[src/rtl/can_fifo_pkg.sv]
// Package: register map, field positions and sizes for the CAN FIFO status block
package can_fifo_pkg;
  // ----------------------------------------------------------------
  // Register byte offsets
  // ----------------------------------------------------------------
  localparam logic [11:0] OFF_TEF_SIZE = 12'h000;
  localparam logic [11:0] OFF_TEF_CTRL = 12'h004;
  localparam logic [11:0] OFF_TEF_STATUS = 12'h008;
  localparam logic [11:0] OFF_MSG_STATUS = 12'h00C;
  localparam logic [11:0] OFF_MSG_CFG = 12'h010;
  localparam logic [11:0] OFF_MSG_UA_HIGH = 12'h014;
  // ----------------------------------------------------------------
  // Field positions
  // ----------------------------------------------------------------
  localparam int DEPTH_FIELD_LSB = 8;
  localparam int MSG_DEPTH_LSB = 16;
  localparam int FIFO_RESET_BIT = 10;
  localparam int SEND_REQUEST_BIT = 9;
  localparam int ADVANCE_BIT = 8;
  localparam int DIRECTION_BIT = 7;
  localparam int TIMESTAMP_EN_BIT = 5;
  localparam int OVERFLOW_BIT = 3;
  localparam int INDEX_LSB = 8;
  // ----------------------------------------------------------------
  // Reset values and sizes
  // ----------------------------------------------------------------
  localparam logic [4:0] DEPTH_FIELD_RST = 5'h00;
  localparam logic [3:0] IE_RST = 4'h0;
  localparam logic [31:0] RDATA_RST = 32'h0000_0000;
  // Bytes taken by one message slot in message RAM
  localparam logic [31:0] SLOT_BYTES = 32'h0000_0048;
endpackage : can_fifo_pkg

[src/rtl/fifo_level_if.sv]
// Interface: occupancy commands and state between the register block and a level tracker
`timescale 1ns/10ps
interface fifo_level_if;
  logic push;
  logic pop;
  logic clear;
  logic [4:0] depth_field;
  logic [5:0] count;
  logic [4:0] head_idx;
  logic [4:0] tail_idx;
  logic overflow;
  modport ctrl (output push, output pop, output clear, output depth_field,
                input count, input head_idx, input tail_idx, input overflow);
  modport tracker (input push, input pop, input clear, input depth_field,
                   output count, output head_idx, output tail_idx, output overflow);
endinterface : fifo_level_if

[src/rtl/can_fifo_status_event_queue.sv]
// APB register block for CAN message FIFO status, event FIFO control and user address
// ----------------------------------------------------------------
// Overview of operation
// [RULE1] Transmit FIFO: empty/full flag high when nothing is queued.
// [RULE2] Receive FIFO: empty/full flag high when every slot is occupied.
// [RULE3] Transmit FIFO: half flag high while occupancy is at most half depth.
// [RULE4] Receive FIFO: half flag high while occupancy is at least half depth.
// [RULE5] Transmit FIFO: not-full flag high while a free slot exists.
// [RULE6] Receive FIFO: not-empty flag high while any message is stored.
// [RULE7] Slot index is zero based, running from zero to the size setting.
// [RULE8] Lost-arbitration and bus-error bits change only on completion, abort or reset.
// [RULE9] Aborted bit clears on status read, queue reset or send request set.
// [RULE10] Event FIFO depth is the five-bit size field plus one.
// [RULE11] Event FIFO reset bit resets the FIFO, then clears itself.
// [RULE12] Software polls the reset bit back to zero before further use.
// [RULE13] Writing one to the advance bit moves the event tail by one.
// [RULE14] Timestamp enable decides whether event entries carry a timestamp.
// [RULE15] Four event interrupt enables gate overflow, full, half and not empty.
// [RULE16] Event overflow flag sets on overflow and stays set; the code clears it on a status write with the overflow bit zero.
// [RULE17] Event full, half and not-empty flags follow occupancy, read only.
// [RULE18] Transmit FIFO user address high half gives the head address.
// [RULE19] Receive FIFO user address high half gives the tail address.
// [RULE20] Software reads user addresses only outside configuration mode.
// [RULE21] Unimplemented register bits read as zero.
// [RULE22] Direction bit one means transmit, zero means receive.
// [RULE23] Interrupt request is high while any flag meets its enable.
// ----------------------------------------------------------------
`timescale 1ns/10ps
module can_fifo_status_event_queue
  import can_fifo_pkg::*;
(
  input wire logic pclk,
  input wire logic presetn,
  input wire logic psel,
  input wire logic penable,
  input wire logic pwrite,
  input wire logic [11:0] paddr,
  input wire logic [31:0] pwdata,
  output logic [31:0] prdata,
  output logic pready,
  output logic pslverr,
  input wire logic tef_event_write,
  input wire logic [31:0] tef_event_time,
  output logic [31:0] tef_event_stamp,
  output logic event_timestamp_enable,
  input wire logic msg_tx_done,
  input wire logic msg_tx_lost_arb,
  input wire logic msg_tx_bus_err,
  input wire logic msg_tx_aborted,
  input wire logic msg_rx_store,
  input wire logic transmit_queue_reset,
  input wire logic [31:0] msg_ram_base,
  output logic send_request,
  output logic msg_abort_request,
  output logic fifo_irq
);
  // ----------------------------------------------------------------
  // APB decode
  // ----------------------------------------------------------------
  logic setup_ph;
  logic access_ph;
  logic wr_en;
  logic rd_en;
  logic hit_tef_size;
  logic hit_tef_ctrl;
  logic hit_tef_status;
  logic hit_msg_status;
  logic hit_msg_cfg;
  logic hit_msg_ua;
  logic mapped;

  assign setup_ph = psel & ~penable;
  assign access_ph = psel & penable;
  assign wr_en = access_ph & pwrite;
  assign rd_en = access_ph & ~pwrite;
  assign hit_tef_size = (paddr == OFF_TEF_SIZE);
  assign hit_tef_ctrl = (paddr == OFF_TEF_CTRL);
  assign hit_tef_status = (paddr == OFF_TEF_STATUS);
  assign hit_msg_status = (paddr == OFF_MSG_STATUS);
  assign hit_msg_cfg = (paddr == OFF_MSG_CFG);
  assign hit_msg_ua = (paddr == OFF_MSG_UA_HIGH);
  assign mapped = hit_tef_size | hit_tef_ctrl | hit_tef_status | hit_msg_status |
                  hit_msg_cfg | hit_msg_ua;
  // Zero wait states: read data is captured in the setup cycle
  assign pready = 1'b1;
  assign pslverr = access_ph & ~mapped;

  // ----------------------------------------------------------------
  // Event FIFO control registers
  // ----------------------------------------------------------------
  logic [4:0] tef_depth_reg;
  logic tef_reset_reg;
  logic tef_ts_en_reg;
  logic [3:0] tef_ie_reg;
  logic tef_overflow_reg;
  logic tef_advance;
  fifo_level_if tef_lv ();
  fifo_level_if msg_lv ();

  assign tef_advance = wr_en & hit_tef_ctrl & pwdata[ADVANCE_BIT];

  always_ff @(posedge pclk or negedge presetn) begin
    if (!presetn) begin
      tef_depth_reg <= DEPTH_FIELD_RST;
    end else if (wr_en && hit_tef_size) begin
      tef_depth_reg <= pwdata[DEPTH_FIELD_LSB +: 5]; // [RULE10]
    end
  end

  always_ff @(posedge pclk or negedge presetn) begin
    if (!presetn) begin
      tef_ts_en_reg <= 1'b0;
      tef_ie_reg <= IE_RST;
    end else if (wr_en && hit_tef_ctrl) begin
      tef_ts_en_reg <= pwdata[TIMESTAMP_EN_BIT];
      tef_ie_reg <= pwdata[3:0]; // [RULE15]
    end
  end

  // Reset bit stays high for exactly the cycle the tracker is cleared
  always_ff @(posedge pclk or negedge presetn) begin
    if (!presetn) begin
      tef_reset_reg <= 1'b0;
    end else if (tef_reset_reg) begin
      tef_reset_reg <= 1'b0; // [RULE11]
    end else if (wr_en && hit_tef_ctrl && pwdata[FIFO_RESET_BIT]) begin
      tef_reset_reg <= 1'b1; // [RULE11]
    end
  end

  // Sticky overflow: a new overflow in the clearing cycle wins
  always_ff @(posedge pclk or negedge presetn) begin
    if (!presetn) begin
      tef_overflow_reg <= 1'b0;
    end else if (tef_lv.overflow) begin
      tef_overflow_reg <= 1'b1; // [RULE16]
    end else if (wr_en && hit_tef_status && !pwdata[OVERFLOW_BIT]) begin
      tef_overflow_reg <= 1'b0;
    end
  end

  assign tef_lv.push = tef_event_write;
  assign tef_lv.pop = tef_advance; // [RULE13]
  assign tef_lv.clear = tef_reset_reg; // [RULE11]
  assign tef_lv.depth_field = tef_depth_reg;

  fifo_level_tracker u_tef_level (
    .pclk(pclk),
    .presetn(presetn),
    .lv(tef_lv)
  );

  // Stamp word handed to the engine with each event entry
  always_ff @(posedge pclk or negedge presetn) begin
    if (!presetn) begin
      tef_event_stamp <= 32'h0000_0000;
    end else if (tef_event_write) begin
      tef_event_stamp <= tef_ts_en_reg ? tef_event_time : 32'h0000_0000; // [RULE14]
    end
  end

  always_ff @(posedge pclk or negedge presetn) begin
    if (!presetn) begin
      event_timestamp_enable <= 1'b0;
    end else begin
      event_timestamp_enable <= tef_ts_en_reg; // [RULE14]
    end
  end

  logic [5:0] tef_depth6;
  logic [3:0] tef_flags;
  assign tef_depth6 = {1'b0, tef_depth_reg} + 6'd1;
  assign tef_flags[3] = tef_overflow_reg;
  assign tef_flags[2] = (tef_lv.count == tef_depth6); // [RULE17]
  assign tef_flags[1] = ({tef_lv.count, 1'b0} >= {1'b0, tef_depth6}); // [RULE17]
  assign tef_flags[0] = (tef_lv.count != 6'd0); // [RULE17]

  // ----------------------------------------------------------------
  // Message FIFO configuration and transmit outcome
  // ----------------------------------------------------------------
  logic msg_dir_reg;
  logic [2:0] msg_ie_reg;
  logic [4:0] msg_depth_reg;
  logic msg_reset_reg;
  logic lost_arb_reg;
  logic bus_err_reg;
  logic aborted_reg;
  logic msg_advance;
  logic send_req_set;
  logic status_read;

  assign msg_advance = wr_en & hit_msg_cfg & pwdata[ADVANCE_BIT];
  assign send_req_set = wr_en & hit_msg_cfg & pwdata[SEND_REQUEST_BIT];
  assign status_read = rd_en & hit_msg_status;

  always_ff @(posedge pclk or negedge presetn) begin
    if (!presetn) begin
      msg_dir_reg <= 1'b0;
      msg_ie_reg <= 3'h0;
      msg_depth_reg <= DEPTH_FIELD_RST;
    end else if (wr_en && hit_msg_cfg) begin
      msg_dir_reg <= pwdata[DIRECTION_BIT]; // [RULE22]
      msg_ie_reg <= pwdata[2:0];
      msg_depth_reg <= pwdata[MSG_DEPTH_LSB +: 5];
    end
  end

  always_ff @(posedge pclk or negedge presetn) begin
    if (!presetn) begin
      msg_reset_reg <= 1'b0;
    end else if (msg_reset_reg) begin
      msg_reset_reg <= 1'b0;
    end else if (wr_en && hit_msg_cfg && pwdata[FIFO_RESET_BIT]) begin
      msg_reset_reg <= 1'b1;
    end
  end

  // Send request drops by itself once the last queued message leaves
  always_ff @(posedge pclk or negedge presetn) begin
    if (!presetn) begin
      send_request <= 1'b0;
      msg_abort_request <= 1'b0;
    end else begin
      msg_abort_request <= wr_en & hit_msg_cfg & ~pwdata[SEND_REQUEST_BIT] &
                           send_request & msg_dir_reg;
      if (send_req_set && msg_dir_reg) begin
        send_request <= 1'b1;
      end else if (wr_en && hit_msg_cfg) begin
        send_request <= 1'b0;
      end else if (msg_reset_reg || (msg_tx_done && msg_lv.count == 6'd1)) begin
        send_request <= 1'b0;
      end
    end
  end

  always_ff @(posedge pclk or negedge presetn) begin
    if (!presetn) begin
      lost_arb_reg <= 1'b0;
      bus_err_reg <= 1'b0;
    end else if (msg_reset_reg) begin
      lost_arb_reg <= 1'b0; // [RULE8]
      bus_err_reg <= 1'b0; // [RULE8]
    end else if (msg_tx_done && msg_dir_reg) begin
      lost_arb_reg <= msg_tx_lost_arb; // [RULE8]
      bus_err_reg <= msg_tx_bus_err; // [RULE8]
    end
  end

  // An abort reported in the clearing cycle is kept
  always_ff @(posedge pclk or negedge presetn) begin
    if (!presetn) begin
      aborted_reg <= 1'b0;
    end else if (msg_tx_done && msg_dir_reg && msg_tx_aborted) begin
      aborted_reg <= 1'b1;
    end else if (status_read || transmit_queue_reset || send_req_set) begin
      aborted_reg <= 1'b0; // [RULE9]
    end
  end

  assign msg_lv.push = msg_dir_reg ? msg_advance : msg_rx_store; // [RULE22]
  assign msg_lv.pop = msg_dir_reg ? msg_tx_done : msg_advance; // [RULE22]
  assign msg_lv.clear = msg_reset_reg;
  assign msg_lv.depth_field = msg_depth_reg;

  fifo_level_tracker u_msg_level (
    .pclk(pclk),
    .presetn(presetn),
    .lv(msg_lv)
  );

  logic [5:0] msg_depth6;
  logic [5:0] msg_count;
  logic [2:0] msg_flags;
  logic [4:0] msg_index;
  logic [4:0] ua_index;
  logic [31:0] user_addr;

  assign msg_depth6 = {1'b0, msg_depth_reg} + 6'd1;
  assign msg_count = msg_lv.count;
  assign msg_flags[2] = msg_dir_reg ? (msg_count == 6'd0) // [RULE1]
                                    : (msg_count == msg_depth6); // [RULE2]
  assign msg_flags[1] = msg_dir_reg ? ({msg_count, 1'b0} <= {1'b0, msg_depth6}) // [RULE3]
                                    : ({msg_count, 1'b0} >= {1'b0, msg_depth6}); // [RULE4]
  assign msg_flags[0] = msg_dir_reg ? (msg_count != msg_depth6) // [RULE5]
                                    : (msg_count != 6'd0); // [RULE6]
  // Next to transmit for transmit, next to fill for receive
  assign msg_index = msg_dir_reg ? msg_lv.tail_idx : msg_lv.head_idx; // [RULE7]
  assign ua_index = msg_dir_reg ? msg_lv.head_idx : msg_lv.tail_idx; // [RULE18] [RULE19]
  assign user_addr = msg_ram_base + ({27'h000_0000, ua_index} * SLOT_BYTES);

  // ----------------------------------------------------------------
  // Read data and interrupt
  // ----------------------------------------------------------------
  logic [31:0] rdata_mux;
  always_comb begin
    rdata_mux = 32'h0000_0000; // [RULE21]
    if (hit_tef_size) begin
      rdata_mux[DEPTH_FIELD_LSB +: 5] = tef_depth_reg;
    end
    if (hit_tef_ctrl) begin
      rdata_mux[FIFO_RESET_BIT] = tef_reset_reg;
      rdata_mux[TIMESTAMP_EN_BIT] = tef_ts_en_reg;
      rdata_mux[3:0] = tef_ie_reg;
    end
    if (hit_tef_status) begin
      rdata_mux[3:0] = tef_flags;
    end
    if (hit_msg_status) begin
      rdata_mux[INDEX_LSB +: 5] = msg_index;
      rdata_mux[7:5] = {aborted_reg, lost_arb_reg, bus_err_reg};
      rdata_mux[2:0] = msg_flags;
    end
    if (hit_msg_cfg) begin
      rdata_mux[MSG_DEPTH_LSB +: 5] = msg_depth_reg;
      rdata_mux[FIFO_RESET_BIT] = msg_reset_reg;
      rdata_mux[SEND_REQUEST_BIT] = send_request;
      rdata_mux[DIRECTION_BIT] = msg_dir_reg;
      rdata_mux[2:0] = msg_ie_reg;
    end
    if (hit_msg_ua) begin
      rdata_mux[15:0] = user_addr[31:16]; // [RULE18] [RULE19]
    end
  end

  always_ff @(posedge pclk or negedge presetn) begin
    if (!presetn) begin
      prdata <= RDATA_RST;
    end else if (setup_ph && !pwrite) begin
      prdata <= rdata_mux;
    end
  end

  always_ff @(posedge pclk or negedge presetn) begin
    if (!presetn) begin
      fifo_irq <= 1'b0;
    end else begin
      fifo_irq <= (|(tef_flags & tef_ie_reg)) | (|(msg_flags & msg_ie_reg)); // [RULE23]
    end
  end
endmodule : can_fifo_status_event_queue

[src/rtl/fifo_level_tracker.sv]
// Occupancy counter with head and tail slot indices for one message FIFO
`timescale 1ns/10ps
module fifo_level_tracker
  import can_fifo_pkg::*;
(
  input wire logic pclk,
  input wire logic presetn,
  fifo_level_if.tracker lv
);
  logic [5:0] depth;
  logic full;
  logic empty;
  logic do_push;
  logic do_pop;
  logic [5:0] count_reg;
  logic [4:0] head_reg;
  logic [4:0] tail_reg;

  assign depth = {1'b0, lv.depth_field} + 6'd1;
  assign full = (count_reg == depth);
  assign empty = (count_reg == 6'd0);
  // A push into a full FIFO is dropped and reported, never wraps the count
  assign do_push = lv.push & ~full;
  assign do_pop = lv.pop & ~empty;
  assign lv.overflow = lv.push & full & ~lv.clear;
  assign lv.count = count_reg;
  assign lv.head_idx = head_reg;
  assign lv.tail_idx = tail_reg;

  always_ff @(posedge pclk or negedge presetn) begin
    if (!presetn) begin
      count_reg <= 6'd0;
    end else if (lv.clear) begin
      count_reg <= 6'd0;
    end else if (do_push && !do_pop) begin
      count_reg <= count_reg + 6'd1;
    end else if (do_pop && !do_push) begin
      count_reg <= count_reg - 6'd1;
    end
  end

  always_ff @(posedge pclk or negedge presetn) begin
    if (!presetn) begin
      head_reg <= 5'd0;
      tail_reg <= 5'd0;
    end else if (lv.clear) begin
      head_reg <= 5'd0;
      tail_reg <= 5'd0;
    end else begin
      if (do_push) begin
        head_reg <= (head_reg == lv.depth_field) ? 5'd0 : head_reg + 5'd1;
      end
      if (do_pop) begin
        tail_reg <= (tail_reg == lv.depth_field) ? 5'd0 : tail_reg + 5'd1;
      end
    end
  end
endmodule : fifo_level_tracker

[config.mk]
export PLATFORM = sky130hd
export DESIGN_NAME = can_fifo_status_event_queue
export DESIGN_NICKNAME = d
export VERILOG_FILES = /design/src/rtl/can_fifo_pkg.sv /design/src/rtl/fifo_level_if.sv /design/src/rtl/can_fifo_status_event_queue.sv /design/src/rtl/fifo_level_tracker.sv
export SDC_FILE = /design/constraint.sdc
export NUM_CORES = 1
export LEC_CHECK = 0
export ABC_AREA = 1
export BUFFER_PORTS_ARGS = -buffer_cell sky130_fd_sc_hd__buf_4
export CAP_MARGIN = 15
export CORE_MARGIN = 2
export CORE_UTILIZATION = 50
export DETAILED_ROUTE_END_ITERATION = 6
export PLACE_DENSITY_LB_ADDON = 0.05
export RECOVER_POWER = 50
export SYNTH_ARGS = -nofsm -noshare
export SYNTH_HDL_FRONTEND = slang
export SYNTH_HIERARCHICAL = 1
export SYNTH_SLANG_ARGS = --single-unit
export TNS_END_PERCENT = 1
[constraint.sdc]
create_clock -name pclk -period 3.8 [get_ports pclk]
set_input_delay 0.19 -clock pclk [delete_from_list [all_inputs] [get_ports pclk]]
set_output_delay 0.19 -clock pclk [all_outputs]
set_load 0.05 [all_outputs]
==> results.py <==
metrics = {
    "run_status": {
        "outcome": "finished with violations",
        "violations": "capacitance limit, slew limit",
    },
    "clock_network": {
        "clock-sinks": 104,
        "htreeDepth": 3,
        "cts_tree": "yes",
        "root_buffer": "clkbuf_16",
        "cts_setup_buffers": 0,
        "cts.clk_slew.worst_paths_ns": 0.08,
        "numCtsBuffers": 9,
        "clock_path_buffers": 2,
        "clock_latency_ns": 0.36,
    },
    "placement": {
        "dp_slack_ns": 0.170,
        "dpl-instance-area_mm2": 0.00888,
        "gp_congestion": 0.884,
        "dp.cells": 1358,
        "dp_hpwl_um": 15400,
        "io_buffers": 158,
    },
    "routing": {
        "dr.first_iter.drc_count": 380,
        "avgViaCountPerCell": 5.19,
        "antenna_left": 0,
        "wl_um": 19600,
        "dr.pass1.iters": 5,
        "via_count": 7131,
        "drc": 0,
        "wl_per_cell_um": 14.3,
    },
    "power_and_ir_drop": {
        "cellPowerDensity_mw_per_mm2": 394,
        "leakage_nw": 4.70,
        "p_total_mw": 3.53,
        "ir_worst_vdd_mv": 0.314,
    },
    "timing": {
        "tns_ns": 0,
        "maxSlewHeadroom": -0.822,
        "fin_ws_ns": 0.254,
        "slew_viol_final": 88,
        "tightest_slew_ns": 2.73,
        "whs_ns": 0.0383,
        "skew_ns": 0.0117,
        "setup_viol": 0,
        "rsz0062_at_grt": "false",
        "hold_viol": 0,
        "timing.fmax_mhz": 282,
        "fin_crit_sh": 0.933,
        "post-route-min-period_ns": 3.55,
    },
    "global_route": {
        "grt_overflow": 0,
        "grt_pass1_vias": 6824,
        "track_usage": 0.250,
        "antenna_found_initial": 0,
        "grt_pass1_wl_um": 32500,
        "grt_max_degree": 67,
    },
    "floorplan": {
        "start_util": 0.516,
        "dieArea_mm2": 0.0161,
        "row_count": 44,
        "ioPinCount": 190,
        "fp.dieW_um": 127,
        "die_y_um": 127,
        "coreArea_mm2": 0.0146,
    },
    "worst_setup_path": {
        "rr_startpoint": "msg_dir_reg",
        "slowest_delay_ns": 0.41,
        "startpoint_type": "flop",
        "cp_max_fo": 7,
        "r2r_slack_ns": 0.25,
        "r2r_cells": 20,
        "worstSetupPathType": "reg -> reg",
        "cp.required_ns": 4.05,
        "cpMaxStageDelayCell": "dfrtp_1",
        "path_cells": "buf_4, o21ai_0, inv_1, ha_1, ha_1, fa_1, xnor2_1, inv_1, ha_1, nand4_1, nor2_2, nand2_2, nand3_4, nand2_4, nor2_8, nand2_2, nand2_1, nand2_1, o21ai_1, nand2_1",
        "arrival_ns": 3.80,
        "endpoint_kind": "flop",
        "rr_endpoint": "prdata[9]",
    },
    "flow_run": {
        "drv_cap": 2,
    },
    "min_path": {
        "holdCritStartpoint": "pwdata[9]",
        "min_path_type": "in -> reg",
        "min_to": "msg_abort_request",
        "hold-path-cell-count": 2,
    },
    "synthesis": {
        "synthCells": 1032,
        "ys_warn_count": 6,
        "syn_area_per_cell_um2": 7.33,
        "syn-cell-area_mm2": 0.00756,
    },
    "cells_and_area": {
        "finish.utilization": 0.613,
        "finalInstanceArea_mm2": 0.00897,
        "area_delta_synth_final_pct": 18.7,
        "largest_reg_flops": 32,
        "final_cell_mix": "243 x nand2_1, 151 x inv_1, 120 x buf_4",
        "drive_above_1_share": 0.167,
        "antenna_cells": 0,
        "finalNonFillerCells": 1375,
        "top_register": "tef_event_stamp",
        "reg_top3": "tef_event_stamp (32), prdata (21)",
        "final_common_cell": "nand2_1",
        "nNetsFinal": 1347,
    },
}
final cells by class:
type                       instances  area [um^2]
timing repair buffer             172         1100
clock inverter                     6         43.8
multi-input combinational        732         4140
inverter                         167          629
fill                            1432         5670
sequential                       104         2600
clock buffer                      10          229
tap                              184          230
repair_timing:
action,in CTS,in global routing
hold buffers,1,0
endpoints found under the setup margin,0,4
gates resized for setup,0,1
endpoints found under the hold margin,49,0
power by group:
group          leakage [nW]  internal [mW]  switching, mW
sequential             1.34           1.21          0.183
clock                 0.133          0.448          0.444
combinational          3.22          0.496          0.750
total                  4.70           2.15           1.38
routing by layer:
layer | wire length [um] | global-route usage | part of all wire | up-vias
li1 | - | - | - | 3637
met1 | 8830 | 0.333 | 0.45 | 3271
met2 | 9210 | 0.414 | 0.47 | 207
met3 | 1330 | 0.0624 | 0.068 | 16
met4 | 231 | 0.0588 | 0.012 | 0
met5 | 0 | 0 | 0 | -
worst max-delay path by stage:
stage,endpoint,start,cells after the start
after floorplan,prdata[15],msg_dir_reg,21
after global placement,prdata[15],msg_dir_reg,20
after detailed placement,prdata[15],msg_dir_reg,20
after CTS,prdata[15],msg_dir_reg,20
after global routing,prdata[9],msg_dir_reg,20
final,prdata[9],msg_dir_reg,20
worst max-delay path, delay by kind of cell (launching register included):
| family | cells | cell delay, ns |
|---|---|---|
| AO/OA/AOI/OAI | 2 | 0.36 |
| AND/OR/NAND/NOR | 10 | 0.96 |
| buffers and inverters | 3 | 0.31 |
| XOR/XNOR | 1 | 0.17 |
| flip-flops | 1 | 0.41 |
| adder cells (fa/ha/maj) | 4 | 1.22 |
(Power assumes the default switching activity.)
